**src/tbc_defs.svh**
```systemverilog
`ifndef TBC_DEFS_SVH
`define TBC_DEFS_SVH

// ----------------------------------------------------------------------------
// Register offsets (word index on the plain register port)
// ----------------------------------------------------------------------------
`define TBC_ADDR_THR_WIPER 4'h0
`define TBC_ADDR_THR_SCALED 4'h1
`define TBC_ADDR_THR_MAPPED 4'h2
`define TBC_ADDR_THR_FINAL 4'h3
`define TBC_ADDR_THR_OVERRIDE 4'h4
`define TBC_ADDR_THR_GAIN 4'h5
`define TBC_ADDR_THR_BIAS 4'h6
`define TBC_ADDR_BRK_WIPER 4'h7
`define TBC_ADDR_BRK_SCALED 4'h8
`define TBC_ADDR_BRK_MAPPED 4'h9
`define TBC_ADDR_BRK_OVERRIDE 4'ha
`define TBC_ADDR_BRK_FINAL 4'hb
`define TBC_ADDR_CONFIG 4'hc
`define TBC_ADDR_SETUP 4'hd

// ----------------------------------------------------------------------------
// Config and setup register fields
// ----------------------------------------------------------------------------
`define TBC_CFG_THR_TYPE_LSB 0
`define TBC_CFG_BRK_TYPE_LSB 4
`define TBC_CFG_PUMP_BIT 8
`define TBC_CFG_PEDAL_BIT 9
`define TBC_SETUP_THR_BIT 0
`define TBC_SETUP_BRK_BIT 1

// ----------------------------------------------------------------------------
// Reset values and fixed figures
// ----------------------------------------------------------------------------
`define TBC_RST_GAIN 16'h0080
`define TBC_RST_BIAS 16'h0000
`define TBC_RST_OVERRIDE 16'h0000
`define TBC_RST_CONFIG 16'h0001
`define TBC_TYPE_PROGRAM 3'h5
`define TBC_STATE_RUN_A 4'h5
`define TBC_STATE_RUN_B 4'ha
`define TBC_GAIN_SHIFT 7
`define TBC_POT_MAX 16'h7fff

`endif

```
**src/tbc_pkg.sv**
```systemverilog
`default_nettype none
package tbc_pkg;

  typedef struct packed {
    logic [15:0] thrWiper;
    logic [15:0] brkWiper;
    logic [15:0] thrMapIn;
    logic [15:0] brkMapIn;
  } tbc_sample_s;

  typedef struct packed {
    logic signed [15:0] thrCmd;
    logic signed [15:0] brkCmd;
  } tbc_cmd_s;

  typedef enum logic [2:0] {
    TBC_IDLE = 3'b001,
    TBC_CALC = 3'b010,
    TBC_PUSH = 3'b100
  } tbc_state_e;

endpackage
`default_nettype wire

```
**src/tbc_fifo.sv**
```systemverilog
`timescale 1ns/1ps
`default_nettype none
module tbc_fifo #(
  parameter int WIDTH = 32,
  parameter int DEPTH = 4
) (
  input wire logic mclk,
  input wire logic rst_n,
  input wire logic inValid,
  output logic inReady,
  input wire logic [WIDTH-1:0] inData,
  output logic outValid,
  input wire logic outReady,
  output logic [WIDTH-1:0] outData
);
  localparam int AW = (DEPTH > 1) ? $clog2(DEPTH) : 1;
  logic [WIDTH-1:0] mem_ff [DEPTH];
  logic [AW-1:0] wrPtr_ff;
  logic [AW-1:0] rdPtr_ff;
  logic [AW:0] count_ff;
  logic doWr;
  logic doRd;

  assign inReady = (count_ff != (AW+1)'(DEPTH));
  assign outValid = (count_ff != '0);
  assign outData = mem_ff[rdPtr_ff];
  assign doWr = inValid && inReady;
  assign doRd = outValid && outReady;

  function automatic logic [AW-1:0] bump(input logic [AW-1:0] p);
    bump = (p == AW'(DEPTH - 1)) ? '0 : p + 1'b1;
  endfunction

  always_ff @(posedge mclk or negedge rst_n) begin
    if (!rst_n) begin
      for (int i = 0; i < DEPTH; i++) begin
        mem_ff[i] <= '0;
      end
    end else if (doWr) begin
      mem_ff[wrPtr_ff] <= inData;
    end
  end

  always_ff @(posedge mclk or negedge rst_n) begin
    if (!rst_n) begin
      wrPtr_ff <= '0;
      rdPtr_ff <= '0;
      count_ff <= '0;
    end else begin
      if (doWr) begin
        wrPtr_ff <= bump(wrPtr_ff);
      end
      if (doRd) begin
        rdPtr_ff <= bump(rdPtr_ff);
      end
      if (doWr && !doRd) begin
        count_ff <= count_ff + 1'b1;
      end else if (doRd && !doWr) begin
        count_ff <= count_ff - 1'b1;
      end
    end
  end
endmodule
`default_nettype wire

```
**src/throttle_brake_command_chain.sv**
```systemverilog
// How it works
// RULE_01 - Throttle type stage yields 16-bit raw command magnitude from wiper reading.
// RULE_02 - Mapped throttle of zero becomes +1 forward or -1 reverse.
// RULE_03 - Throttle type 5 selects the override register instead of mapped value.
// RULE_04 - Throttle times gain, divided by 128, plus bias gives mapped throttle.
// RULE_05 - Gain and bias are signed in multiply and add.
// RULE_06 - Software normally keeps gain at 128 for unity scaling.
// RULE_07 - Pump enable clamps mapped throttle to non-negative values.
// RULE_08 - Final throttle zero when interlock off, fault, or state not 5/10.
// RULE_09 - Brake type stage yields signed 16-bit value for brake mapping.
// RULE_10 - Brake type 5 selects the brake override register.
// RULE_11 - Brake value saturates to 0..32767, forming mapped brake.
// RULE_12 - Final brake zero while pedal enable is off.
// RULE_13 - Nonzero final brake forces delivered throttle to zero.
// RULE_14 - Type 5 scaled pot output stays zero until pot setup done.
// RULE_15 - Pot position 0..100 percent reads as 0..32767.
// RULE_16 - Both chains recompute per update strobe; results registered together.
//
// Implementation choices: strobed register access and the register offsets.
`timescale 1ns/1ps
`default_nettype none
`include "tbc_defs.svh"
module throttle_brake_command_chain
  import tbc_pkg::*;
#(
  parameter int FIFO_DEPTH = 4
) (
  input wire logic mclk,
  input wire logic rst_n,
  input wire logic updateStrobe,
  output logic updateReady,
  input wire logic [15:0] thrWiperIn,
  input wire logic [15:0] brkWiperIn,
  input wire logic [15:0] thrCurveIn,
  input wire logic [15:0] brkCurveIn,
  input wire logic fwdSelect,
  input wire logic revSelect,
  input wire logic interlockOn,
  input wire logic faultZeroThrottle,
  input wire logic [3:0] mainState,
  input wire logic [3:0] regAddr,
  input wire logic [15:0] regWrData,
  input wire logic regWrite,
  input wire logic regRead,
  output logic [15:0] regRdData,
  output logic cmdValid,
  input wire logic cmdReady,
  output logic signed [15:0] thrCmdOut,
  output logic signed [15:0] brkCmdOut
);

  // --------------------------------------------------------------------------
  // Software registers
  // --------------------------------------------------------------------------
  logic [15:0] thrOverride_ff;
  logic [15:0] thrGain_ff;
  logic [15:0] thrBias_ff;
  logic [15:0] brkOverride_ff;
  logic [15:0] config_ff;
  logic thrSetup_ff;
  logic brkSetup_ff;
  logic [15:0] regRdData_ff;

  logic [2:0] thrType;
  logic [2:0] brkType;
  logic pumpOn;
  logic pedalOn;
  assign thrType = config_ff[`TBC_CFG_THR_TYPE_LSB +: 3];
  assign brkType = config_ff[`TBC_CFG_BRK_TYPE_LSB +: 3];
  assign pumpOn = config_ff[`TBC_CFG_PUMP_BIT];
  assign pedalOn = config_ff[`TBC_CFG_PEDAL_BIT];

  always_ff @(posedge mclk or negedge rst_n) begin
    if (!rst_n) begin
      thrOverride_ff <= `TBC_RST_OVERRIDE;
      thrGain_ff <= `TBC_RST_GAIN;
      thrBias_ff <= `TBC_RST_BIAS;
      brkOverride_ff <= `TBC_RST_OVERRIDE;
      config_ff <= `TBC_RST_CONFIG;
    end else if (regWrite) begin
      case (regAddr)
        `TBC_ADDR_THR_OVERRIDE: begin
          thrOverride_ff <= regWrData;
        end
        `TBC_ADDR_THR_GAIN: begin
          thrGain_ff <= regWrData;
        end
        `TBC_ADDR_THR_BIAS: begin
          thrBias_ff <= regWrData;
        end
        `TBC_ADDR_BRK_OVERRIDE: begin
          brkOverride_ff <= regWrData;
        end
        `TBC_ADDR_CONFIG: begin
          config_ff <= {6'h00, regWrData[9:0]};
        end
        default: begin
        end
      endcase
    end
  end

  // Pot setup is sticky; changing a type away from 5 drops it so a later return re-arms the clamp.
  always_ff @(posedge mclk or negedge rst_n) begin
    if (!rst_n) begin
      thrSetup_ff <= 1'b0;
      brkSetup_ff <= 1'b0;
    end else begin
      if (regWrite && regAddr == `TBC_ADDR_SETUP && regWrData[`TBC_SETUP_THR_BIT]) begin
        thrSetup_ff <= 1'b1;
      end else if (thrType != `TBC_TYPE_PROGRAM) begin
        thrSetup_ff <= 1'b0;
      end
      if (regWrite && regAddr == `TBC_ADDR_SETUP && regWrData[`TBC_SETUP_BRK_BIT]) begin
        brkSetup_ff <= 1'b1;
      end else if (brkType != `TBC_TYPE_PROGRAM) begin
        brkSetup_ff <= 1'b0;
      end
    end
  end

  // --------------------------------------------------------------------------
  // Sample capture and sequencing
  // --------------------------------------------------------------------------
  tbc_state_e state_ff;
  tbc_sample_s sample_ff;
  tbc_cmd_s cmd;
  logic fifoInReady;

  assign updateReady = (state_ff == TBC_IDLE);

  always_ff @(posedge mclk or negedge rst_n) begin
    if (!rst_n) begin
      state_ff <= TBC_IDLE;
    end else begin
      case (state_ff)
        TBC_IDLE: begin
          if (updateStrobe) begin
            state_ff <= TBC_CALC;
          end
        end
        TBC_CALC: begin
          state_ff <= TBC_PUSH;
        end
        TBC_PUSH: begin
          if (fifoInReady) begin
            state_ff <= TBC_IDLE;
          end
        end
        default: begin
          state_ff <= TBC_IDLE;
        end
      endcase
    end
  end

  always_ff @(posedge mclk or negedge rst_n) begin
    if (!rst_n) begin
      sample_ff <= '0;
    end else if (updateStrobe && state_ff == TBC_IDLE) begin
      sample_ff <= '{thrWiperIn, brkWiperIn, thrCurveIn, brkCurveIn}; // RULE_16
    end
  end

  // --------------------------------------------------------------------------
  // Arithmetic helpers
  // --------------------------------------------------------------------------
  function automatic logic [15:0] potScale(input logic [15:0] raw);
    potScale = (raw > `TBC_POT_MAX) ? `TBC_POT_MAX : raw; // RULE_15
  endfunction

  function automatic logic signed [15:0] sat16(input logic signed [33:0] v);
    if (v > 34'sd32767) begin
      sat16 = 16'sh7fff;
    end else if (v < -34'sd32768) begin
      sat16 = 16'sh8000;
    end else begin
      sat16 = v[15:0];
    end
  endfunction

  // --------------------------------------------------------------------------
  // Throttle chain
  // --------------------------------------------------------------------------
  logic [15:0] thrScaled;
  logic [15:0] thrRawMag;
  logic signed [15:0] thrNudged;
  logic signed [15:0] thrSelected;
  logic signed [31:0] thrProduct;
  logic signed [33:0] thrSum;
  logic signed [15:0] thrMapped;
  logic signed [15:0] thrLimited;
  logic runState;
  logic thrGate;

  assign thrScaled = (thrType == `TBC_TYPE_PROGRAM && !thrSetup_ff) ? 16'h0000 : potScale(sample_ff.thrWiper); // RULE_14
  // Magnitude only; direction comes from the mapping curve and select inputs.
  assign thrRawMag = potScale(sample_ff.thrWiper); // RULE_01

  always_comb begin
    thrNudged = $signed(sample_ff.thrMapIn);
    if (sample_ff.thrMapIn == 16'h0000) begin
      if (fwdSelect) begin
        thrNudged = 16'sd1; // RULE_02
      end else if (revSelect) begin
        thrNudged = -16'sd1; // RULE_02
      end
    end
  end

  assign thrSelected = (thrType == `TBC_TYPE_PROGRAM) ? $signed(thrOverride_ff) : thrNudged; // RULE_03
  assign thrProduct = thrSelected * $signed(thrGain_ff); // RULE_05
  // Arithmetic shift floors toward minus infinity; a gain of 128 is an exact identity.
  assign thrSum = 34'(thrProduct >>> `TBC_GAIN_SHIFT) + 34'($signed(thrBias_ff)); // RULE_04
  assign thrMapped = sat16(thrSum);
  assign thrLimited = (pumpOn && thrMapped < 16'sd0) ? 16'sd0 : thrMapped; // RULE_07
  assign runState = (mainState == `TBC_STATE_RUN_A) || (mainState == `TBC_STATE_RUN_B);
  assign thrGate = interlockOn && !faultZeroThrottle && runState;

  // --------------------------------------------------------------------------
  // Brake chain
  // --------------------------------------------------------------------------
  logic [15:0] brkScaled;
  logic signed [15:0] brkTyped;
  logic signed [15:0] brkSelected;
  logic signed [15:0] brkMapped;

  assign brkScaled = (brkType == `TBC_TYPE_PROGRAM && !brkSetup_ff) ? 16'h0000 : potScale(sample_ff.brkWiper); // RULE_14
  assign brkTyped = $signed(potScale(sample_ff.brkWiper)); // RULE_09
  assign brkSelected = (brkType == `TBC_TYPE_PROGRAM) ? $signed(brkOverride_ff) : $signed(sample_ff.brkMapIn); // RULE_10
  assign brkMapped = (brkSelected < 16'sd0) ? 16'sd0 : brkSelected; // RULE_11

  always_comb begin
    cmd.brkCmd = pedalOn ? brkMapped : 16'sd0; // RULE_12
    cmd.thrCmd = thrGate ? thrLimited : 16'sd0; // RULE_08
    if (cmd.brkCmd != 16'sd0) begin
      cmd.thrCmd = 16'sd0; // RULE_13
    end
  end

  // --------------------------------------------------------------------------
  // Observable results, latched once per update
  // --------------------------------------------------------------------------
  logic [15:0] thrWiperR_ff;
  logic [15:0] thrScaledR_ff;
  logic [15:0] thrMappedR_ff;
  logic [15:0] thrFinalR_ff;
  logic [15:0] brkWiperR_ff;
  logic [15:0] brkScaledR_ff;
  logic [15:0] brkMappedR_ff;
  logic [15:0] brkFinalR_ff;

  always_ff @(posedge mclk or negedge rst_n) begin
    if (!rst_n) begin
      thrWiperR_ff <= '0;
      thrScaledR_ff <= '0;
      thrMappedR_ff <= '0;
      thrFinalR_ff <= '0;
      brkWiperR_ff <= '0;
      brkScaledR_ff <= '0;
      brkMappedR_ff <= '0;
      brkFinalR_ff <= '0;
    end else if (state_ff == TBC_CALC) begin
      thrWiperR_ff <= thrRawMag; // RULE_16
      thrScaledR_ff <= thrScaled;
      thrMappedR_ff <= thrMapped;
      thrFinalR_ff <= cmd.thrCmd;
      brkWiperR_ff <= brkTyped; // RULE_09
      brkScaledR_ff <= brkScaled;
      brkMappedR_ff <= brkMapped;
      brkFinalR_ff <= cmd.brkCmd;
    end
  end

  // --------------------------------------------------------------------------
  // Register read port
  // --------------------------------------------------------------------------
  always_ff @(posedge mclk or negedge rst_n) begin
    if (!rst_n) begin
      regRdData_ff <= '0;
    end else if (regRead) begin
      case (regAddr)
        `TBC_ADDR_THR_WIPER: regRdData_ff <= thrWiperR_ff;
        `TBC_ADDR_THR_SCALED: regRdData_ff <= thrScaledR_ff;
        `TBC_ADDR_THR_MAPPED: regRdData_ff <= thrMappedR_ff;
        `TBC_ADDR_THR_FINAL: regRdData_ff <= thrFinalR_ff;
        `TBC_ADDR_THR_OVERRIDE: regRdData_ff <= thrOverride_ff;
        `TBC_ADDR_THR_GAIN: regRdData_ff <= thrGain_ff;
        `TBC_ADDR_THR_BIAS: regRdData_ff <= thrBias_ff;
        `TBC_ADDR_BRK_WIPER: regRdData_ff <= brkWiperR_ff;
        `TBC_ADDR_BRK_SCALED: regRdData_ff <= brkScaledR_ff;
        `TBC_ADDR_BRK_MAPPED: regRdData_ff <= brkMappedR_ff;
        `TBC_ADDR_BRK_OVERRIDE: regRdData_ff <= brkOverride_ff;
        `TBC_ADDR_BRK_FINAL: regRdData_ff <= brkFinalR_ff;
        `TBC_ADDR_CONFIG: regRdData_ff <= config_ff;
        `TBC_ADDR_SETUP: regRdData_ff <= {14'h0000, brkSetup_ff, thrSetup_ff};
        default: regRdData_ff <= 16'h0000;
      endcase
    end else begin
      regRdData_ff <= 16'h0000;
    end
  end
  assign regRdData = regRdData_ff;

  // --------------------------------------------------------------------------
  // Command queue toward control mode processing
  // --------------------------------------------------------------------------
  // The queue stalls the sequencer, so a slow consumer holds off new updates.
  logic [31:0] fifoOut;
  tbc_fifo #(
    .WIDTH(32),
    .DEPTH(FIFO_DEPTH)
  ) u_fifo (
    .mclk(mclk),
    .rst_n(rst_n),
    .inValid(state_ff == TBC_PUSH),
    .inReady(fifoInReady),
    .inData({thrFinalR_ff, brkFinalR_ff}),
    .outValid(cmdValid),
    .outReady(cmdReady),
    .outData(fifoOut)
  );
  assign thrCmdOut = $signed(fifoOut[31:16]);
  assign brkCmdOut = $signed(fifoOut[15:0]);

endmodule
`default_nettype wire

```
**config.mk**
```make
export PLATFORM = sky130hd
export DESIGN_NAME = throttle_brake_command_chain
export DESIGN_NICKNAME = d
export VERILOG_FILES = /design/src/tbc_pkg.sv /design/src/tbc_fifo.sv /design/src/throttle_brake_command_chain.sv
export VERILOG_INCLUDE_DIRS = /design/src /design/src/src
export SDC_FILE = /design/constraint.sdc
export NUM_CORES = 1
export LEC_CHECK = 0
export BUFFER_PORTS_ARGS = -buffer_cell sky130_fd_sc_hd__buf_2
export CAP_MARGIN = 20
export CORE_MARGIN = 2
export CORE_UTILIZATION = 50
export CTS_CLUSTER_DIAMETER = 150
export DETAILED_ROUTE_END_ITERATION = 12
export PLACE_DENSITY = 0.68
export SLEW_MARGIN = 20
export SYNTH_ARGS = -nofsm -noshare
export SYNTH_HDL_FRONTEND = slang
export SYNTH_SLANG_ARGS = --single-unit
```
**constraint.sdc**
```tcl
create_clock -name mclk -period 11.91 [get_ports mclk]
set_input_delay 0.5955 -clock mclk [delete_from_list [all_inputs] [get_ports mclk]]
set_output_delay 0.5955 -clock mclk [all_outputs]
set_load 0.02 [all_outputs]
```
==> impl_metrics.csv <==
group,metric,value,unit
outcome,status,"finished clean",
detailed_routing,first_pass_iters,5,
timing,period_needed,11.08,ns
global_routing,overflow,0,
setup_path,crit_fanout,29,
floorplanning,start_util,50.5,%
placed_design,io_buffers,146,
timing,skew,0.0596,ns
detailed_routing,drc,0,
clocking,clkLatencyLatePin,0.60,ns
logic_synthesis,synth_adder_area_share,22.9,%
setup_path,r2r_start,"sample_ff[20]",
logic_synthesis,synth_top_family_by_area,"adder cells",
setup_path,reg2reg_depth,36,
timing,fmaxAchievable,90.3,MHz
setup_path,cp_slowest_cell,"or4_1",
detailed_routing,wl_per_cell,23.3,um
logic_synthesis,synthSimpleGateAreaFrac,10.7,%
timing,finalHoldViolations,0,
min_path,holdPathStages,2,
floorplanning,core-area,57700,um2
setup_path,critical_path.max_stage_delay,0.57,ns
timing,post-route-period-util,93.0,%
clocking,numClockSinks,416,
logic_synthesis,yosys.area_share.xor_xnor,1.71,%
logic_synthesis,netlist_area,29100,um2
setup_path,cp_common_cell,"o21ai_0",
setup_path,cp-start-kind,"register",
logic_synthesis,seq_area_frac_synth,35.7,%
finish,syn_to_final_growth,10.9,%
finish,fillers,4953,
min_path,min_to,"sample_ff[29]",
setup_path,worst-setup-path-type,"register to register",
detailed_routing,wl,82.6,mm
placed_design,hpwl,62.0,mm
detailed_routing,antenna_left,0,
logic_synthesis,syn-num-nets,3107,
clocking,postCtsSetupBuffers,0,
logic_synthesis,synthCells,2634,
global_routing,track_usage,28.2,%
global_routing,antenna_found_initial,3,
clocking,cts_max_level,2,
logic_synthesis,synth_flop_cell,"dfrtp_1",
logic_synthesis,ys_ff_latch,416,
clocking,cts_root_buffer,"clkbuf_16",
min_path,min_from,"thrCurveIn[13]",
clocking,numCtsBuffers,46,
job,cap_violations,0,
timing,setup_violations,0,
logic_synthesis,yosys_warnings,0,
logic_synthesis,synthTopCellsByArea,"dfrtp_1, fa_1, mux2_2, ha_1, inv_1",
clocking,clockBufferDepth,3,
setup_path,critPathRequiredTime,12.35,ns
logic_synthesis,synth_compound_area_share,9.98,%
timing,rsz0062_at_grt,"no",
logic_synthesis,yosysTopAreaCell,"dfrtp_1",
timing,hold-worst-slack,0.225,ns
logic_synthesis,ys_types,79,
finish,nets,3217,
timing,slew_violations,0,
setup_path,r2r_end,"thrFinalR_ff[13]",
logic_synthesis,synth_top_area_share,35.5,%
detailed_routing,drt-initial-drc-count,1776,
floorplanning,die_h,245,um
finish,drive_above_1_share,21.6,%
global_routing,grt_pass1_wl,129,mm
detailed_routing,vias_per_cell,5.90,
logic_synthesis,synth_edf_count,0,
logic_synthesis,synth_mux_area_share,13.2,%
timing,slew_headroom,29.0,%
setup_path,critPathCaptureType,"register",
global_routing,grt_pass1_vias,21800,
logic_synthesis,syn_area_per_cell,11.1,um2
logic_synthesis,synth_commonest_cells,"dfrtp_1, inv_1, mux2_2, fa_1, nand2_1",
min_path,hp-class,"primary input to register",
placed_design,gp_congestion,0.930,
logic_synthesis,synthMostInstantiatedCell,"dfrtp_1",
timing,final.setup.tns,0,ns
floorplanning,row_count,88,
detailed_routing,vias,21000,
floorplanning,die_x,245,um
logic_synthesis,synthArstFlopShare,100,%
setup_path,r2r_slack,0.83,ns
setup_path,worstPathArrival,11.51,ns
global_routing,grt_max_degree,140,
floorplanning,io_pins,148,
floorplanning,die_area,60200,um2
clocking,cts_tree,"built",
clocking,clkSlewWorstSetupHoldPaths,0.06,ns
timing,tightest_slew,1.06,ns
registers in the layout, indices dropped and copies added (netlist names), 16 cells and up:
signal / flops
thrMappedR_ff: 16
thrFinalR_ff: 16
u_fifo.mem_ff: 124
thrScaledR_ff: 16
thrBias_ff: 16
thrGain_ff: 16
sample_ff: 64
brkOverride_ff: 16
brkWiperR_ff: 16
thrOverride_ff: 16
regRdData: 16
brkScaledR_ff: 16
thrWiperR_ff: 16
metrics by stage:
| step | cells | utilization [%] | setup WS, ns | instance area [um2] |
|---|---|---|---|---|
| floorplan | 2634 | - | 1.72 | 29100 |
| global placement | 3459 | 53.2 | 0.942 | 30700 |
| detailed placement | 3459 | 53.2 | 0.617 | 30700 |
| CTS | 3545 | 55.9 | 0.506 | 32300 |
| global route | 3547 | 56.0 | 0.102 | 32300 |
| finish | 3551 | 56.0 | 0.832 | 32300 |
what timing repair did:
action                     CTS  global route
gates resized for setup      0             5
setup endpoints to repair    0            29
hold endpoints to repair     0            41
hold buffers                 0             1
layout by cell type, fill, tap and decap left out, types with 29 or more instances in the layout:
| master | count |
|---|---|
| dfrtp_1 | 411 |
| inv_1 | 299 |
| mux2_2 | 266 |
| fa_1 | 263 |
| nand2_1 | 226 |
| buf_2 | 145 |
| and2_1 | 126 |
| nor2_1 | 120 |
| ha_1 | 112 |
| o21ai_0 | 66 |
| a22o_1 | 65 |
| a21o_1 | 55 |
| buf_4 | 47 |
| clkbuf_16 | 46 |
| a21oi_1 | 44 |
| nor3_1 | 41 |
| a22oi_1 | 41 |
| xnor2_1 | 38 |
| mux4_2 | 31 |
| a221oi_1 | 29 |
cell type report:
cell class | instances | area [um2] | share of cell area, %
repair buffers | 196 | 1140 | 3.53
diodes | 4 | 10.0 | 0.0310
clock buffers | 66 | 1310 | 4.04
clock inverters | 20 | 265 | 0.821
well taps | 765 | 957 | 2.96
flip-flops and latches | 416 | 10400 | 32.2
inverters | 299 | 1120 | 3.47
multi-input cells | 1785 | 17100 | 52.9
cell families (layout without fill, tap and decap cells):
| kind of cell | count (synthesis) | count (layout) |
|---|---|---|
| compound gates | 399 | 399 |
| fa+ha+maj | 375 | 375 |
| buf+inv | 433 | 581 |
| flops | 416 | 416 |
| mux | 313 | 313 |
| xor+xnor | 57 | 57 |
| other cells | 1 | 5 |
| simple gates | 640 | 640 |
how the worst max path moves through the flow:
stage | from | end | slack [ns] | depth (start not counted)
final | sample_ff[20] | thrFinalR_ff[13] | 0.83 | 36
after floorplan | sample_ff[20] | thrFinalR_ff[14] | 1.72 | 40
after CTS | sample_ff[20] | thrFinalR_ff[13] | 0.51 | 39
after detailed placement | sample_ff[20] | thrFinalR_ff[13] | 0.62 | 39
after global routing | sample_ff[19] | thrFinalR_ff[8] | 0.10 | 39
after global placement | sample_ff[20] | thrFinalR_ff[14] | 0.94 | 39
layer usage:
metal  vias up  share of wire, %  GRT usage, %
met5         -            0.0097             0
li1       9166                 -             -
met1     10800                42          38.8
met4         2               3.8          10.1
met2       784                48          45.0
met3       177               7.2          4.95
critical path, delay by kind of cell, from the launching register on:
| family | cells | cell delay (ns) |
|---|---|---|
| flip-flops | 1 | 0.38 |
| AO/OA/AOI/OAI | 15 | 3.91 |
| AND/OR/NAND/NOR | 10 | 2.78 |
| buffers and inverters | 3 | 0.36 |
| adder cells (fa/ha/maj) | 8 | 3.47 |
Power is not shown: default switching activity piles up to over one toggle a cycle in this logic, so the estimate is an artifact.
